## config.mk

```make
export PLATFORM = sky130hd
export DESIGN_NAME = bwss_regs
export DESIGN_NICKNAME = d
export VERILOG_FILES = /design/src/rtl/bwss_regs.v
export VERILOG_INCLUDE_DIRS = /design/src /design/src/include
export SDC_FILE = /design/constraint.sdc
export NUM_CORES = 1
export LEC_CHECK = 0
export ABC_AREA = 0
export BUFFER_PORTS_ARGS = -buffer_cell sky130_fd_sc_hd__buf_4
export CAP_MARGIN = 20
export CORE_UTILIZATION = 50
export CTS_CLUSTER_SIZE = 24
export DETAILED_ROUTE_END_ITERATION = 8
export MAX_ROUTING_LAYER = met4
export PLACE_DENSITY_LB_ADDON = 0.2
export SLEW_MARGIN = 20
export SYNTH_ARGS = -nofsm -noshare
export SYNTH_HDL_FRONTEND = slang
export SYNTH_SLANG_ARGS = --single-unit
```

## constraint.sdc

```tcl
create_clock -name sys_clk_i -period 5.4 [get_ports sys_clk_i]
set_input_delay 1.08 -clock sys_clk_i [delete_from_list [all_inputs] [get_ports sys_clk_i]]
set_output_delay 1.08 -clock sys_clk_i [all_outputs]
set_load 0.02 [all_outputs]
```

## src/include/bwss_map.vh

```
// register map and field constants for the bridge window and secondary status bank
`ifndef BWSS_MAP_VH
`define BWSS_MAP_VH

`define BWSS_ADDR_W          8
`define BWSS_OFS_IO_WIN      8'h1c
`define BWSS_OFS_MEM_WIN     8'h20
`define BWSS_OFS_IO_UPPER    8'h30
`define BWSS_OFS_CTRL        8'h40
`define BWSS_OFS_IRQ_STAT    8'h44
`define BWSS_OFS_IRQ_MASK    8'h48

`define BWSS_IO_ADDR_IND     4'h1
`define BWSS_IO_FLD_RST      4'h0
`define BWSS_MEM_FLD_RST     12'h000
`define BWSS_UPPER_RST       16'h0000
`define BWSS_IO_LOW_ZERO     12'h000
`define BWSS_IO_LOW_ONES     12'hfff
`define BWSS_MEM_LOW_ZERO    20'h00000
`define BWSS_MEM_LOW_ONES    20'hfffff
`define BWSS_NIB_ZERO        4'h0
`define BWSS_RSVD5_ZERO      5'h00

`define BWSS_CTRL_PERR_EN    0
`define BWSS_CTRL_SERR_EN    1
`define BWSS_CTRL_W          2
`define BWSS_CTRL_RST        2'h0
`define BWSS_CTRL_FLD        1:0
`define BWSS_WORD_ZERO       32'h00000000

`define BWSS_IO_BASE_FLD     7:4
`define BWSS_IO_LIM_FLD      15:12
`define BWSS_MEM_BASE_FLD    15:4
`define BWSS_MEM_LIM_FLD     31:20
`define BWSS_UP_LO_FLD       15:0
`define BWSS_UP_HI_FLD       31:16
`define BWSS_ST_PERR_BIT     24
`define BWSS_ST_SYS_BIT      30
`define BWSS_ST_POISON_BIT   31

`define BWSS_EV_W            7
`define BWSS_EV_PERR         0
`define BWSS_EV_SIG_CA       1
`define BWSS_EV_RX_CA        2
`define BWSS_EV_RX_UR        3
`define BWSS_EV_SYS_ERR      4
`define BWSS_EV_POISON       5
`define BWSS_EV_RSVD         6
`define BWSS_EV_RST          7'h00

`endif

```

## src/rtl/bwss_regs.v

```verilog
// bridge window and secondary status register bank with avalon-mm slave
//
// The implementer's own choice: the Avalon-MM slave port.
`timescale 1ns/1ps
`default_nettype none
`include "bwss_map.vh"

module bwss_regs
(
    input  wire                    sys_clk_i,
    input  wire                    srst_i,
    input  wire [`BWSS_ADDR_W-1:0] avs_address_i,
    input  wire                    avs_read_i,
    input  wire                    avs_write_i,
    input  wire [31:0]             avs_writedata_i,
    input  wire [3:0]              avs_byteenable_i,
    output wire [31:0]             avs_readdata_o,
    output wire                    avs_waitrequest_o,
    input  wire                    sec_parity_err_i,
    input  wire                    sec_cpl_abort_sent_i,
    input  wire                    sec_rx_cpl_abort_i,
    input  wire                    sec_rx_unsup_req_i,
    input  wire                    err_msg_sent_i,
    input  wire                    sec_rx_poisoned_i,
    input  wire [31:0]             io_addr_i,
    input  wire [31:0]             mem_addr_i,
    output wire                    io_fwd_o,
    output wire                    mem_fwd_o,
    output wire                    irq_o
);

    reg         wait_reg;
    reg         wait_next;
    reg  [31:0] rdata_reg;
    reg  [31:0] rdata_next;
    reg  [3:0]  io_base_reg;
    reg  [3:0]  io_base_next;
    reg  [3:0]  io_lim_reg;
    reg  [3:0]  io_lim_next;
    reg  [15:0] io_base_up_reg;
    reg  [15:0] io_base_up_next;
    reg  [15:0] io_lim_up_reg;
    reg  [15:0] io_lim_up_next;
    reg  [11:0] mem_base_reg;
    reg  [11:0] mem_base_next;
    reg  [11:0] mem_lim_reg;
    reg  [11:0] mem_lim_next;
    reg  [1:0]  ctrl_reg;
    reg  [1:0]  ctrl_next;
    reg         st_perr_reg;
    reg         st_perr_next;
    reg         st_sig_ca_reg;
    reg         st_sig_ca_next;
    reg         st_rx_ca_reg;
    reg         st_rx_ca_next;
    reg         st_rx_ur_reg;
    reg         st_rx_ur_next;
    reg         st_sys_reg;
    reg         st_sys_next;
    reg         st_poison_reg;
    reg         st_poison_next;
    reg  [`BWSS_EV_W-1:0] irq_stat_reg;
    reg  [`BWSS_EV_W-1:0] irq_stat_next;
    reg  [`BWSS_EV_W-1:0] irq_mask_reg;
    reg  [`BWSS_EV_W-1:0] irq_mask_next;
    reg         irq_reg;
    reg         io_fwd_reg;
    reg         mem_fwd_reg;

    wire        req;
    wire        commit;
    wire        wr;
    wire [31:0] wmask;
    wire [31:0] wdat;
    wire [15:0] sec_status;
    wire [31:0] io_win_word;
    wire [31:0] mem_win_word;
    wire [31:0] io_bottom;
    wire [31:0] io_top;
    wire [31:0] mem_bottom;
    wire [31:0] mem_top;
    wire        set_perr;
    wire        set_sys;
    wire [`BWSS_EV_W-1:0] ev;

    // readback, window and clear-strobe helpers
    wire [31:0] io_up_word;
    wire [31:0] ctrl_word;
    wire [31:0] irq_stat_word;
    wire [31:0] irq_mask_word;
    wire        io_hit;
    wire        mem_hit;
    wire        st_wr;
    wire        irq_stat_wr;

    assign req    = avs_read_i | avs_write_i;
    assign commit = req & ~wait_reg;
    assign wr     = commit & avs_write_i;
    assign wmask  = {{8{avs_byteenable_i[3]}}, {8{avs_byteenable_i[2]}},
                     {8{avs_byteenable_i[1]}}, {8{avs_byteenable_i[0]}}};
    assign wdat   = avs_writedata_i & wmask;

    // legacy bus bits and reserved bits tied low
    assign sec_status = {st_poison_reg, st_sys_reg, st_rx_ur_reg, st_rx_ca_reg,
                         st_sig_ca_reg, 2'b00, st_perr_reg, 1'b0, 1'b0, 1'b0,
                         `BWSS_RSVD5_ZERO};

    assign io_win_word  = {sec_status, io_lim_reg, `BWSS_IO_ADDR_IND,
                           io_base_reg, `BWSS_IO_ADDR_IND};
    assign mem_win_word = {mem_lim_reg, `BWSS_NIB_ZERO, mem_base_reg, `BWSS_NIB_ZERO};

    assign io_bottom  = {io_base_up_reg, io_base_reg, `BWSS_IO_LOW_ZERO};
    assign io_top     = {io_lim_up_reg, io_lim_reg, `BWSS_IO_LOW_ONES};
    assign mem_bottom = {mem_base_reg, `BWSS_MEM_LOW_ZERO};
    assign mem_top    = {mem_lim_reg, `BWSS_MEM_LOW_ONES};

    assign set_perr = sec_parity_err_i & ctrl_reg[`BWSS_CTRL_PERR_EN];
    assign set_sys  = err_msg_sent_i & ctrl_reg[`BWSS_CTRL_SERR_EN];

    // irq status follows the gated events
    assign ev = {1'b0, sec_rx_poisoned_i, set_sys, sec_rx_unsup_req_i,
                 sec_rx_cpl_abort_i, sec_cpl_abort_sent_i, set_perr};

    // readback words, unused bits read zero
    assign io_up_word    = {io_lim_up_reg, io_base_up_reg};
    assign ctrl_word     = {{(32-`BWSS_CTRL_W){1'b0}}, ctrl_reg};
    assign irq_stat_word = {{(32-`BWSS_EV_W){1'b0}}, irq_stat_reg};
    assign irq_mask_word = {{(32-`BWSS_EV_W){1'b0}}, irq_mask_reg};

    // inclusive compare, a base above its limit never hits
    assign io_hit  = (io_addr_i >= io_bottom) && (io_addr_i <= io_top);
    assign mem_hit = (mem_addr_i >= mem_bottom) && (mem_addr_i <= mem_top);

    // one-to-clear strobes, only on a committed write
    assign st_wr       = wr && (avs_address_i == `BWSS_OFS_IO_WIN) && avs_byteenable_i[3];
    assign irq_stat_wr = wr && (avs_address_i == `BWSS_OFS_IRQ_STAT) && avs_byteenable_i[0];

    // bus handshake: one wait cycle, then the access commits
    always @*
    begin
        wait_next  = ~(req & wait_reg);
        rdata_next = rdata_reg;
        if (req & wait_reg & avs_read_i)
        begin
            case (avs_address_i)
                `BWSS_OFS_IO_WIN:   rdata_next = io_win_word;
                `BWSS_OFS_MEM_WIN:  rdata_next = mem_win_word;
                `BWSS_OFS_IO_UPPER: rdata_next = io_up_word;
                `BWSS_OFS_CTRL:     rdata_next = ctrl_word;
                `BWSS_OFS_IRQ_STAT: rdata_next = irq_stat_word;
                `BWSS_OFS_IRQ_MASK: rdata_next = irq_mask_word;
                default:            rdata_next = `BWSS_WORD_ZERO;
            endcase
        end
    end

    // writable window and control fields
    always @*
    begin
        io_base_next    = io_base_reg;
        io_lim_next     = io_lim_reg;
        io_base_up_next = io_base_up_reg;
        io_lim_up_next  = io_lim_up_reg;
        mem_base_next   = mem_base_reg;
        mem_lim_next    = mem_lim_reg;
        ctrl_next       = ctrl_reg;
        irq_mask_next   = irq_mask_reg;
        if (wr)
        begin
            case (avs_address_i)
                `BWSS_OFS_IO_WIN:
                begin
                    if (avs_byteenable_i[0])
                    begin
                        io_base_next = avs_writedata_i[`BWSS_IO_BASE_FLD];
                    end
                    if (avs_byteenable_i[1])
                    begin
                        io_lim_next = avs_writedata_i[`BWSS_IO_LIM_FLD];
                    end
                end
                `BWSS_OFS_MEM_WIN:
                begin
                    mem_base_next = (mem_base_reg & ~wmask[`BWSS_MEM_BASE_FLD])
                                    | wdat[`BWSS_MEM_BASE_FLD];
                    mem_lim_next  = (mem_lim_reg & ~wmask[`BWSS_MEM_LIM_FLD])
                                    | wdat[`BWSS_MEM_LIM_FLD];
                end
                `BWSS_OFS_IO_UPPER:
                begin
                    io_base_up_next = (io_base_up_reg & ~wmask[`BWSS_UP_LO_FLD])
                                      | wdat[`BWSS_UP_LO_FLD];
                    io_lim_up_next  = (io_lim_up_reg & ~wmask[`BWSS_UP_HI_FLD])
                                      | wdat[`BWSS_UP_HI_FLD];
                end
                `BWSS_OFS_CTRL:
                begin
                    if (avs_byteenable_i[0])
                    begin
                        ctrl_next = avs_writedata_i[`BWSS_CTRL_FLD];
                    end
                end
                `BWSS_OFS_IRQ_MASK:
                begin
                    if (avs_byteenable_i[0])
                    begin
                        irq_mask_next = avs_writedata_i[`BWSS_EV_W-1:0];
                    end
                end
                default:
                begin
                    ctrl_next = ctrl_reg;
                end
            endcase
        end
    end

    // sticky status, set wins over a clear in the same cycle
    always @*
    begin
        st_perr_next   = st_perr_reg | set_perr;
        st_sig_ca_next = st_sig_ca_reg | sec_cpl_abort_sent_i;
        st_rx_ca_next  = st_rx_ca_reg | sec_rx_cpl_abort_i;
        st_rx_ur_next  = st_rx_ur_reg | sec_rx_unsup_req_i;
        st_sys_next    = st_sys_reg | set_sys;
        st_poison_next = st_poison_reg | sec_rx_poisoned_i;
        irq_stat_next  = irq_stat_reg | ev;
        // the abort and unsupported bits have no software clear
        if (st_wr)
        begin
            st_perr_next   = (st_perr_reg & ~avs_writedata_i[`BWSS_ST_PERR_BIT])
                             | set_perr;
            st_sys_next    = (st_sys_reg & ~avs_writedata_i[`BWSS_ST_SYS_BIT])
                             | set_sys;
            st_poison_next = (st_poison_reg & ~avs_writedata_i[`BWSS_ST_POISON_BIT])
                             | sec_rx_poisoned_i;
        end
        if (irq_stat_wr)
        begin
            irq_stat_next = (irq_stat_reg & ~avs_writedata_i[`BWSS_EV_W-1:0]) | ev;
        end
    end

    // bus handshake and read data
    always @(posedge sys_clk_i)
    begin
        if (srst_i)
        begin
            wait_reg  <= 1'b1;
            rdata_reg <= `BWSS_WORD_ZERO;
        end
        else
        begin
            wait_reg  <= wait_next;
            rdata_reg <= rdata_next;
        end
    end

    // window and control fields
    always @(posedge sys_clk_i)
    begin
        if (srst_i)
        begin
            io_base_reg    <= `BWSS_IO_FLD_RST;
            io_lim_reg     <= `BWSS_IO_FLD_RST;
            io_base_up_reg <= `BWSS_UPPER_RST;
            io_lim_up_reg  <= `BWSS_UPPER_RST;
            mem_base_reg   <= `BWSS_MEM_FLD_RST;
            mem_lim_reg    <= `BWSS_MEM_FLD_RST;
            ctrl_reg       <= `BWSS_CTRL_RST;
        end
        else
        begin
            io_base_reg    <= io_base_next;
            io_lim_reg     <= io_lim_next;
            io_base_up_reg <= io_base_up_next;
            io_lim_up_reg  <= io_lim_up_next;
            mem_base_reg   <= mem_base_next;
            mem_lim_reg    <= mem_lim_next;
            ctrl_reg       <= ctrl_next;
        end
    end

    // sticky status, interrupt status, mask and level
    always @(posedge sys_clk_i)
    begin
        if (srst_i)
        begin
            st_perr_reg    <= 1'b0;
            st_sig_ca_reg  <= 1'b0;
            st_rx_ca_reg   <= 1'b0;
            st_rx_ur_reg   <= 1'b0;
            st_sys_reg     <= 1'b0;
            st_poison_reg  <= 1'b0;
            irq_stat_reg   <= `BWSS_EV_RST;
            irq_mask_reg   <= `BWSS_EV_RST;
            irq_reg        <= 1'b0;
        end
        else
        begin
            st_perr_reg    <= st_perr_next;
            st_sig_ca_reg  <= st_sig_ca_next;
            st_rx_ca_reg   <= st_rx_ca_next;
            st_rx_ur_reg   <= st_rx_ur_next;
            st_sys_reg     <= st_sys_next;
            st_poison_reg  <= st_poison_next;
            irq_stat_reg   <= irq_stat_next;
            irq_mask_reg   <= irq_mask_next;
            irq_reg        <= |(irq_stat_next & irq_mask_next);
        end
    end

    // forward decisions, one cycle behind the address
    always @(posedge sys_clk_i)
    begin
        if (srst_i)
        begin
            io_fwd_reg  <= 1'b0;
            mem_fwd_reg <= 1'b0;
        end
        else
        begin
            io_fwd_reg  <= io_hit;
            mem_fwd_reg <= mem_hit;
        end
    end

    assign avs_readdata_o    = rdata_reg;
    assign avs_waitrequest_o = wait_reg;
    assign io_fwd_o          = io_fwd_reg;
    assign mem_fwd_o         = mem_fwd_reg;
    assign irq_o             = irq_reg;

endmodule // bwss_regs

`default_nettype wire

```

# Yosys cells after proc, flatten, opt, wreduce, memory -nomap -nowiden
# Index checks and enable logic that the tools add are counted.
# Widths: inputs -> output; s select.
[totals]
word_cells = 92
output_inout_bits = 36
regBits = 122
input_bits = 118
[op_classes]
n_mux = 8
n_bitwise = 42
n_reduce_logical = 12
magnitude_cmp = 4
eq_ne = 6
[ops]
columns = ["cell", "n"]
rows = [
  ["$pmux 32 s6", 1],
  ["$ge 32x32->1", 2],
  ["$le 32x32->1", 2],
  ["$and 16x16->16", 2],
  ["$and 32x32->32", 1],
  ["$not 16->16", 2],
  ["$or 16x16->16", 2],
  ["$mux 7", 4],
  ["$and 12x12->12", 2],
  ["$eq 8x7->1 const B", 3],
  ["$not 12->12", 2],
  ["$or 12x12->12", 2],
  ["$eq 8x6->1 const B", 2],
  ["$and 7x7->7", 2],
  ["$or 7x6->7", 2],
  ["$or 1x1->1", 10],
  ["$and 1x1->1", 9],
  ["$reduce_and 3->1", 3],
  ["$eq 8x5->1 const B", 1],
  ["$not 7->7", 1],
  ["$reduce_or 7->1", 1],
  ["$logic_and 1x1->1", 6],
  ["$not 1->1", 5],
  ["$reduce_and 2->1", 2],
  ["$mux 1", 3],
]

# Longest topological paths before layout
[logic_depth]
word_depth = 8
mapped_depth = 8
depth_no_buf = 8

# Worst setup path before layout
# No wires, ideal clock.
[synth_timing]
path_type = "input port to flip-flop"
start = "input io_addr_i[13]"
end = "register io_fwd_reg (netlist: io_fwd_o)"
n_path_buf = 0
cell_stages = 7
t_arrival_ns = 2.524
setup_slack_ns = 2.797
path_cell_list = "ha_1 -> a21o_1 -> a21o_1 -> a21o_1 -> a2111oi_0 -> o211ai_1 -> a22oi_1"
[synth_via]
elab_chain_len = 2
elab_cells_between_ends = 3
[synth_rtl]
columns = ["item", "line_no", "rtl"]
rows = [
  ["start, declared", "bwss_regs.v:25", "input wire [31:0] io_addr_i,"],
  ["$ge 32x32->1 or $le 32x32->1 (tied branches)", "bwss_regs.v:131", "assign io_hit = (io_addr_i >= io_bottom) && (io_addr_i <= io_top);"],
  ["$logic_and 1x1->1 (*)", "bwss_regs.v:131", ""],
  ["end signal, assigned", "bwss_regs.v:323", "io_fwd_reg <= io_hit;"],
  ["end, declared", "bwss_regs.v:67", "reg io_fwd_reg;"],
]
# Every way passes the cells marked *; elsewhere a longest branch is shown, timed or not.
# A chain may end at the register's enable or synchronous reset.

# Worst setup path in the final report
[layout_timing]
start = "input avs_address_i[4]"
end = "register io_lim_reg[2]"
[layout_via]
elab_chain_len = 2
[layout_rtl]
columns = ["item", "line_no", "rtl"]
rows = [
  ["start, declared", "bwss_regs.v:12", "input wire [`BWSS_ADDR_W-1:0] avs_address_i,"],
  ["$eq 8x5->1", "bwss_regs.v:170", "case (avs_address_i)"],
  ["$reduce_and 3->1 (no source line)", "n/a", ""],
  ["end signal, assigned", "bwss_regs.v:265", "io_lim_reg <= `BWSS_IO_FLD_RST;"],
  ["end signal, assigned", "bwss_regs.v:275", "io_lim_reg <= io_lim_next;"],
  ["end, declared", "bwss_regs.v:38", "reg [3:0] io_lim_reg;"],
]
# Every way passes these cells.

==> flow_metrics.env <==
export IMPL_ir_drop_mv=0.225
export IMPL_setup_ws_ps=2200
export IMPL_setup_worst_path_start="avs_address_i[4]"
export IMPL_gp_congestion=0.943
export IMPL_antenna_found_initial=0
export IMPL_hold_violations=0
export IMPL_yosysWarnings=0
export IMPL_start_kind="input port"
export IMPL_dieHeight_um=118
export IMPL_cellLeakagePower_nw=3.64
export IMPL_fmaxAchievable_ghz=0.313
export IMPL_viasPerCell=5.61
export IMPL_ys_seq_area_share_pct=36.2
export IMPL_ctsLongestPathBuffers=2
export IMPL_num_rows=42
export IMPL_finClkSkew_ps=4.79
export IMPL_critical_path_class="in2reg"
export IMPL_cts_tree="yes"
export IMPL_avgSynthCellArea_um2=8.63
export IMPL_crit_required_ps=5670
export IMPL_ys_async_sr_fraction_pct=0
export IMPL_worst_ep_arrival_time_ps=3460
export IMPL_core_um2=13200
export IMPL_cts_root_buf="clkbuf_16"
export IMPL_preCtsSetupSlack_ps=1870
export IMPL_synth_area_leaders="dfxtp_1, mux2i_1, ha_1, nor2_1, inv_1"
export IMPL_route_detailed_drc=0
export IMPL_grtUsageTotal_pct=28.5
export IMPL_fin_tns_setup_ps=0
export IMPL_netlist_area_um2=6740
export IMPL_outcome="finished, final reports clean"
export IMPL_synth_flop_cell="dfxtp_1"
export IMPL_die_area_um2=14000
export IMPL_max_slew_margin_rel_pct=37.1
export IMPL_final_setup_viol_count=0
export IMPL_detail_route_wl_per_cell_um=17.1
export IMPL_yosysTopAreaCell="dfxtp_1"
export IMPL_r2r_start="io_lim_reg[1]$_SDFFE_PP0P_"
export IMPL_period_minus_slack_ps=3200
export IMPL_initial_utilization_pct=51.1
export IMPL_grt_pass1_vias=5954
export IMPL_critPathCaptureType="flip-flop"
export IMPL_insertion_delay_ps=410
export IMPL_rr_worst_depth=8
export IMPL_cts_hold_buf=0
export IMPL_h_tree_depth=4
export IMPL_ys_ff_latch=122
export IMPL_wirelength_um=19000
export IMPL_syn_inst=781
export IMPL_syn_nets=963
export IMPL_antenna_cells=0
export IMPL_grt_max_degree=73
export IMPL_port_buffers=153
export IMPL_vias=6230
export IMPL_synth_edf_count=0
export IMPL_nets=1104
export IMPL_grt_pass1_wl_um=30000
export IMPL_postRouteAntennaNets=0
export IMPL_totalPowerFinal_mw=2.37
export IMPL_rr_endpoint="io_fwd_o$_SDFF_PP0_"
export IMPL_clock_sinks=122
export IMPL_drt_iter0_markers=507
export IMPL_drive_gt1_share_pct=21.4
export IMPL_synth_cell_types=51
export IMPL_worst_pin_slew_ps=944
export IMPL_die_x_um=118
export IMPL_cellPowerDensity_nw_per_um2=275
export IMPL_rsz0062_at_grt="false"
export IMPL_finalCritPeriodShare_pct=59.2
export IMPL_clk_pin_slew_ps=50
export IMPL_first_pass_iters=5
export IMPL_hold_class="reg2reg"
export IMPL_post_cts_buffers=0
export IMPL_slew_violations=0
export IMPL_numCtsBuffers=17
export IMPL_grt_ovfl_total=0
export IMPL_cap_violations=0
export IMPL_dp_hpwl_um=14000
export IMPL_pin_count=154
export IMPL_cts_resized=0
export IMPL_fillers=1135
export IMPL_worstPathMaxFanout=30
export IMPL_crit_path_end="io_lim_reg[2]$_SDFFE_PP0P_"
export IMPL_syn2layout_area_growth_pct=27.9
export IMPL_synth_top_cell_area_share_pct=36.2
export IMPL_reg2reg_slack_ps=3170
-- layer usage --
layer  wire, um  vias to the layer above  global-route usage [%]  share of wire (%)
met2       8930                      258                    46.2                 47
met3       1370                       36                    5.28                7.2
met5          0                        -                       -                  0
met4        459                        0                    10.6                2.4
li1           -                     3040                       -                  -
met1       8260                     2896                    35.4                 43
-- critical path, stage by stage --
cell and delay [ps]:
buf_4 430, nand2_1 130, nor4_2 440, and2_1 710, nand3_1 350, mux2i_1 250, nor2_1 60
-- where the power goes --
group | switching (mW) | total [mW] | internal (mW)
Sequential | 0.00804 | 0.923 | 0.915
Clock | 0.407 | 1.20 | 0.790
Combinational | 0.136 | 0.254 | 0.118
Total | 0.551 | 2.37 | 1.82
-- logic make-up after synthesis --
family	after synthesis	synth area share, %
muxes	92	13.7
buffers and inverters	101	5.79
and+or+nand+nor	275	20.1
adders and majority gates	64	11.9
AOI/OAI and AO/OA	127	12.3
DFF	122	36.2
-- stage by stage --
step	std cells	util (%)	cell area [um2]	hold slack, ps
final	1110	65.3	8620	457
after global placement	1079	60.6	7990	446
after CTS	1110	65.3	8620	459
after detailed placement	1079	60.6	7990	447
after floorplan	781	-	6740	433
after global routing	1110	65.3	8620	478
-- placed cells by master (no fill, tap or decap), types with 22 or more instances in the layout --
master / instances
ha_1: 64
mux2i_1: 92
a21o_1: 22
nand4_1: 25
nand2_1: 37
nor2_1: 136
buf_4: 156
inv_1: 67
nor3_1: 23
a21oi_1: 45
dfxtp_1: 122
-- how the worst min path moves through the flow --
stage / depth (start not counted) / startpoint / slack, ps / to
4_1_cts: 2 / st_perr_reg$_SDFF_PP0_ / 460 / st_perr_reg$_SDFF_PP0_
2_1_floorplan: 2 / irq_stat_reg[6]$_SDFF_PP0_ / 430 / irq_stat_reg[6]$_SDFF_PP0_
3_5_place_dp: 2 / avs_readdata_o[18]$_SDFFE_PP0P_ / 450 / avs_readdata_o[18]$_SDFFE_PP0P_
5_1_grt: 2 / st_perr_reg$_SDFF_PP0_ / 480 / st_perr_reg$_SDFF_PP0_
6_report: 2 / avs_readdata_o[18]$_SDFFE_PP0P_ / 460 / avs_readdata_o[18]$_SDFFE_PP0P_
3_3_place_gp: 2 / st_perr_reg$_SDFF_PP0_ / 450 / st_perr_reg$_SDFF_PP0_
-- synth_stat cells, drive strengths merged, types with 2 or more instances --
library cell and n:
a211oi 16, a21boi 2, a21o 22, a21oi 46, a221oi 4, a22o 4
a22oi 8, a31oi 2, and2 4, and3 3, buf 9, clkbuf 25
dfxtp 122, ha 64, inv 67, mux2i 92, nand2 37, nand3 16
nand4 25, nand4b 2, nor2 137, nor2b 6, nor3 26, nor4 7
nor4b 5, o211ai 3, o21ai 10, o22ai 3, o32ai 2, or4 2
-- area by class of cell --
type                       instances  area [um2]  area share (%)
multi-input combinational        558        3910            45.3
sequential                       122        2440            28.3
timing repair buffer             156        1170            13.6
clock buffer                      19         453            5.25
inverter                          67         251            2.92
tap                              176         220            2.55
clock inverter                    12         173            2.00
Power figures use the tool's default switching activity.
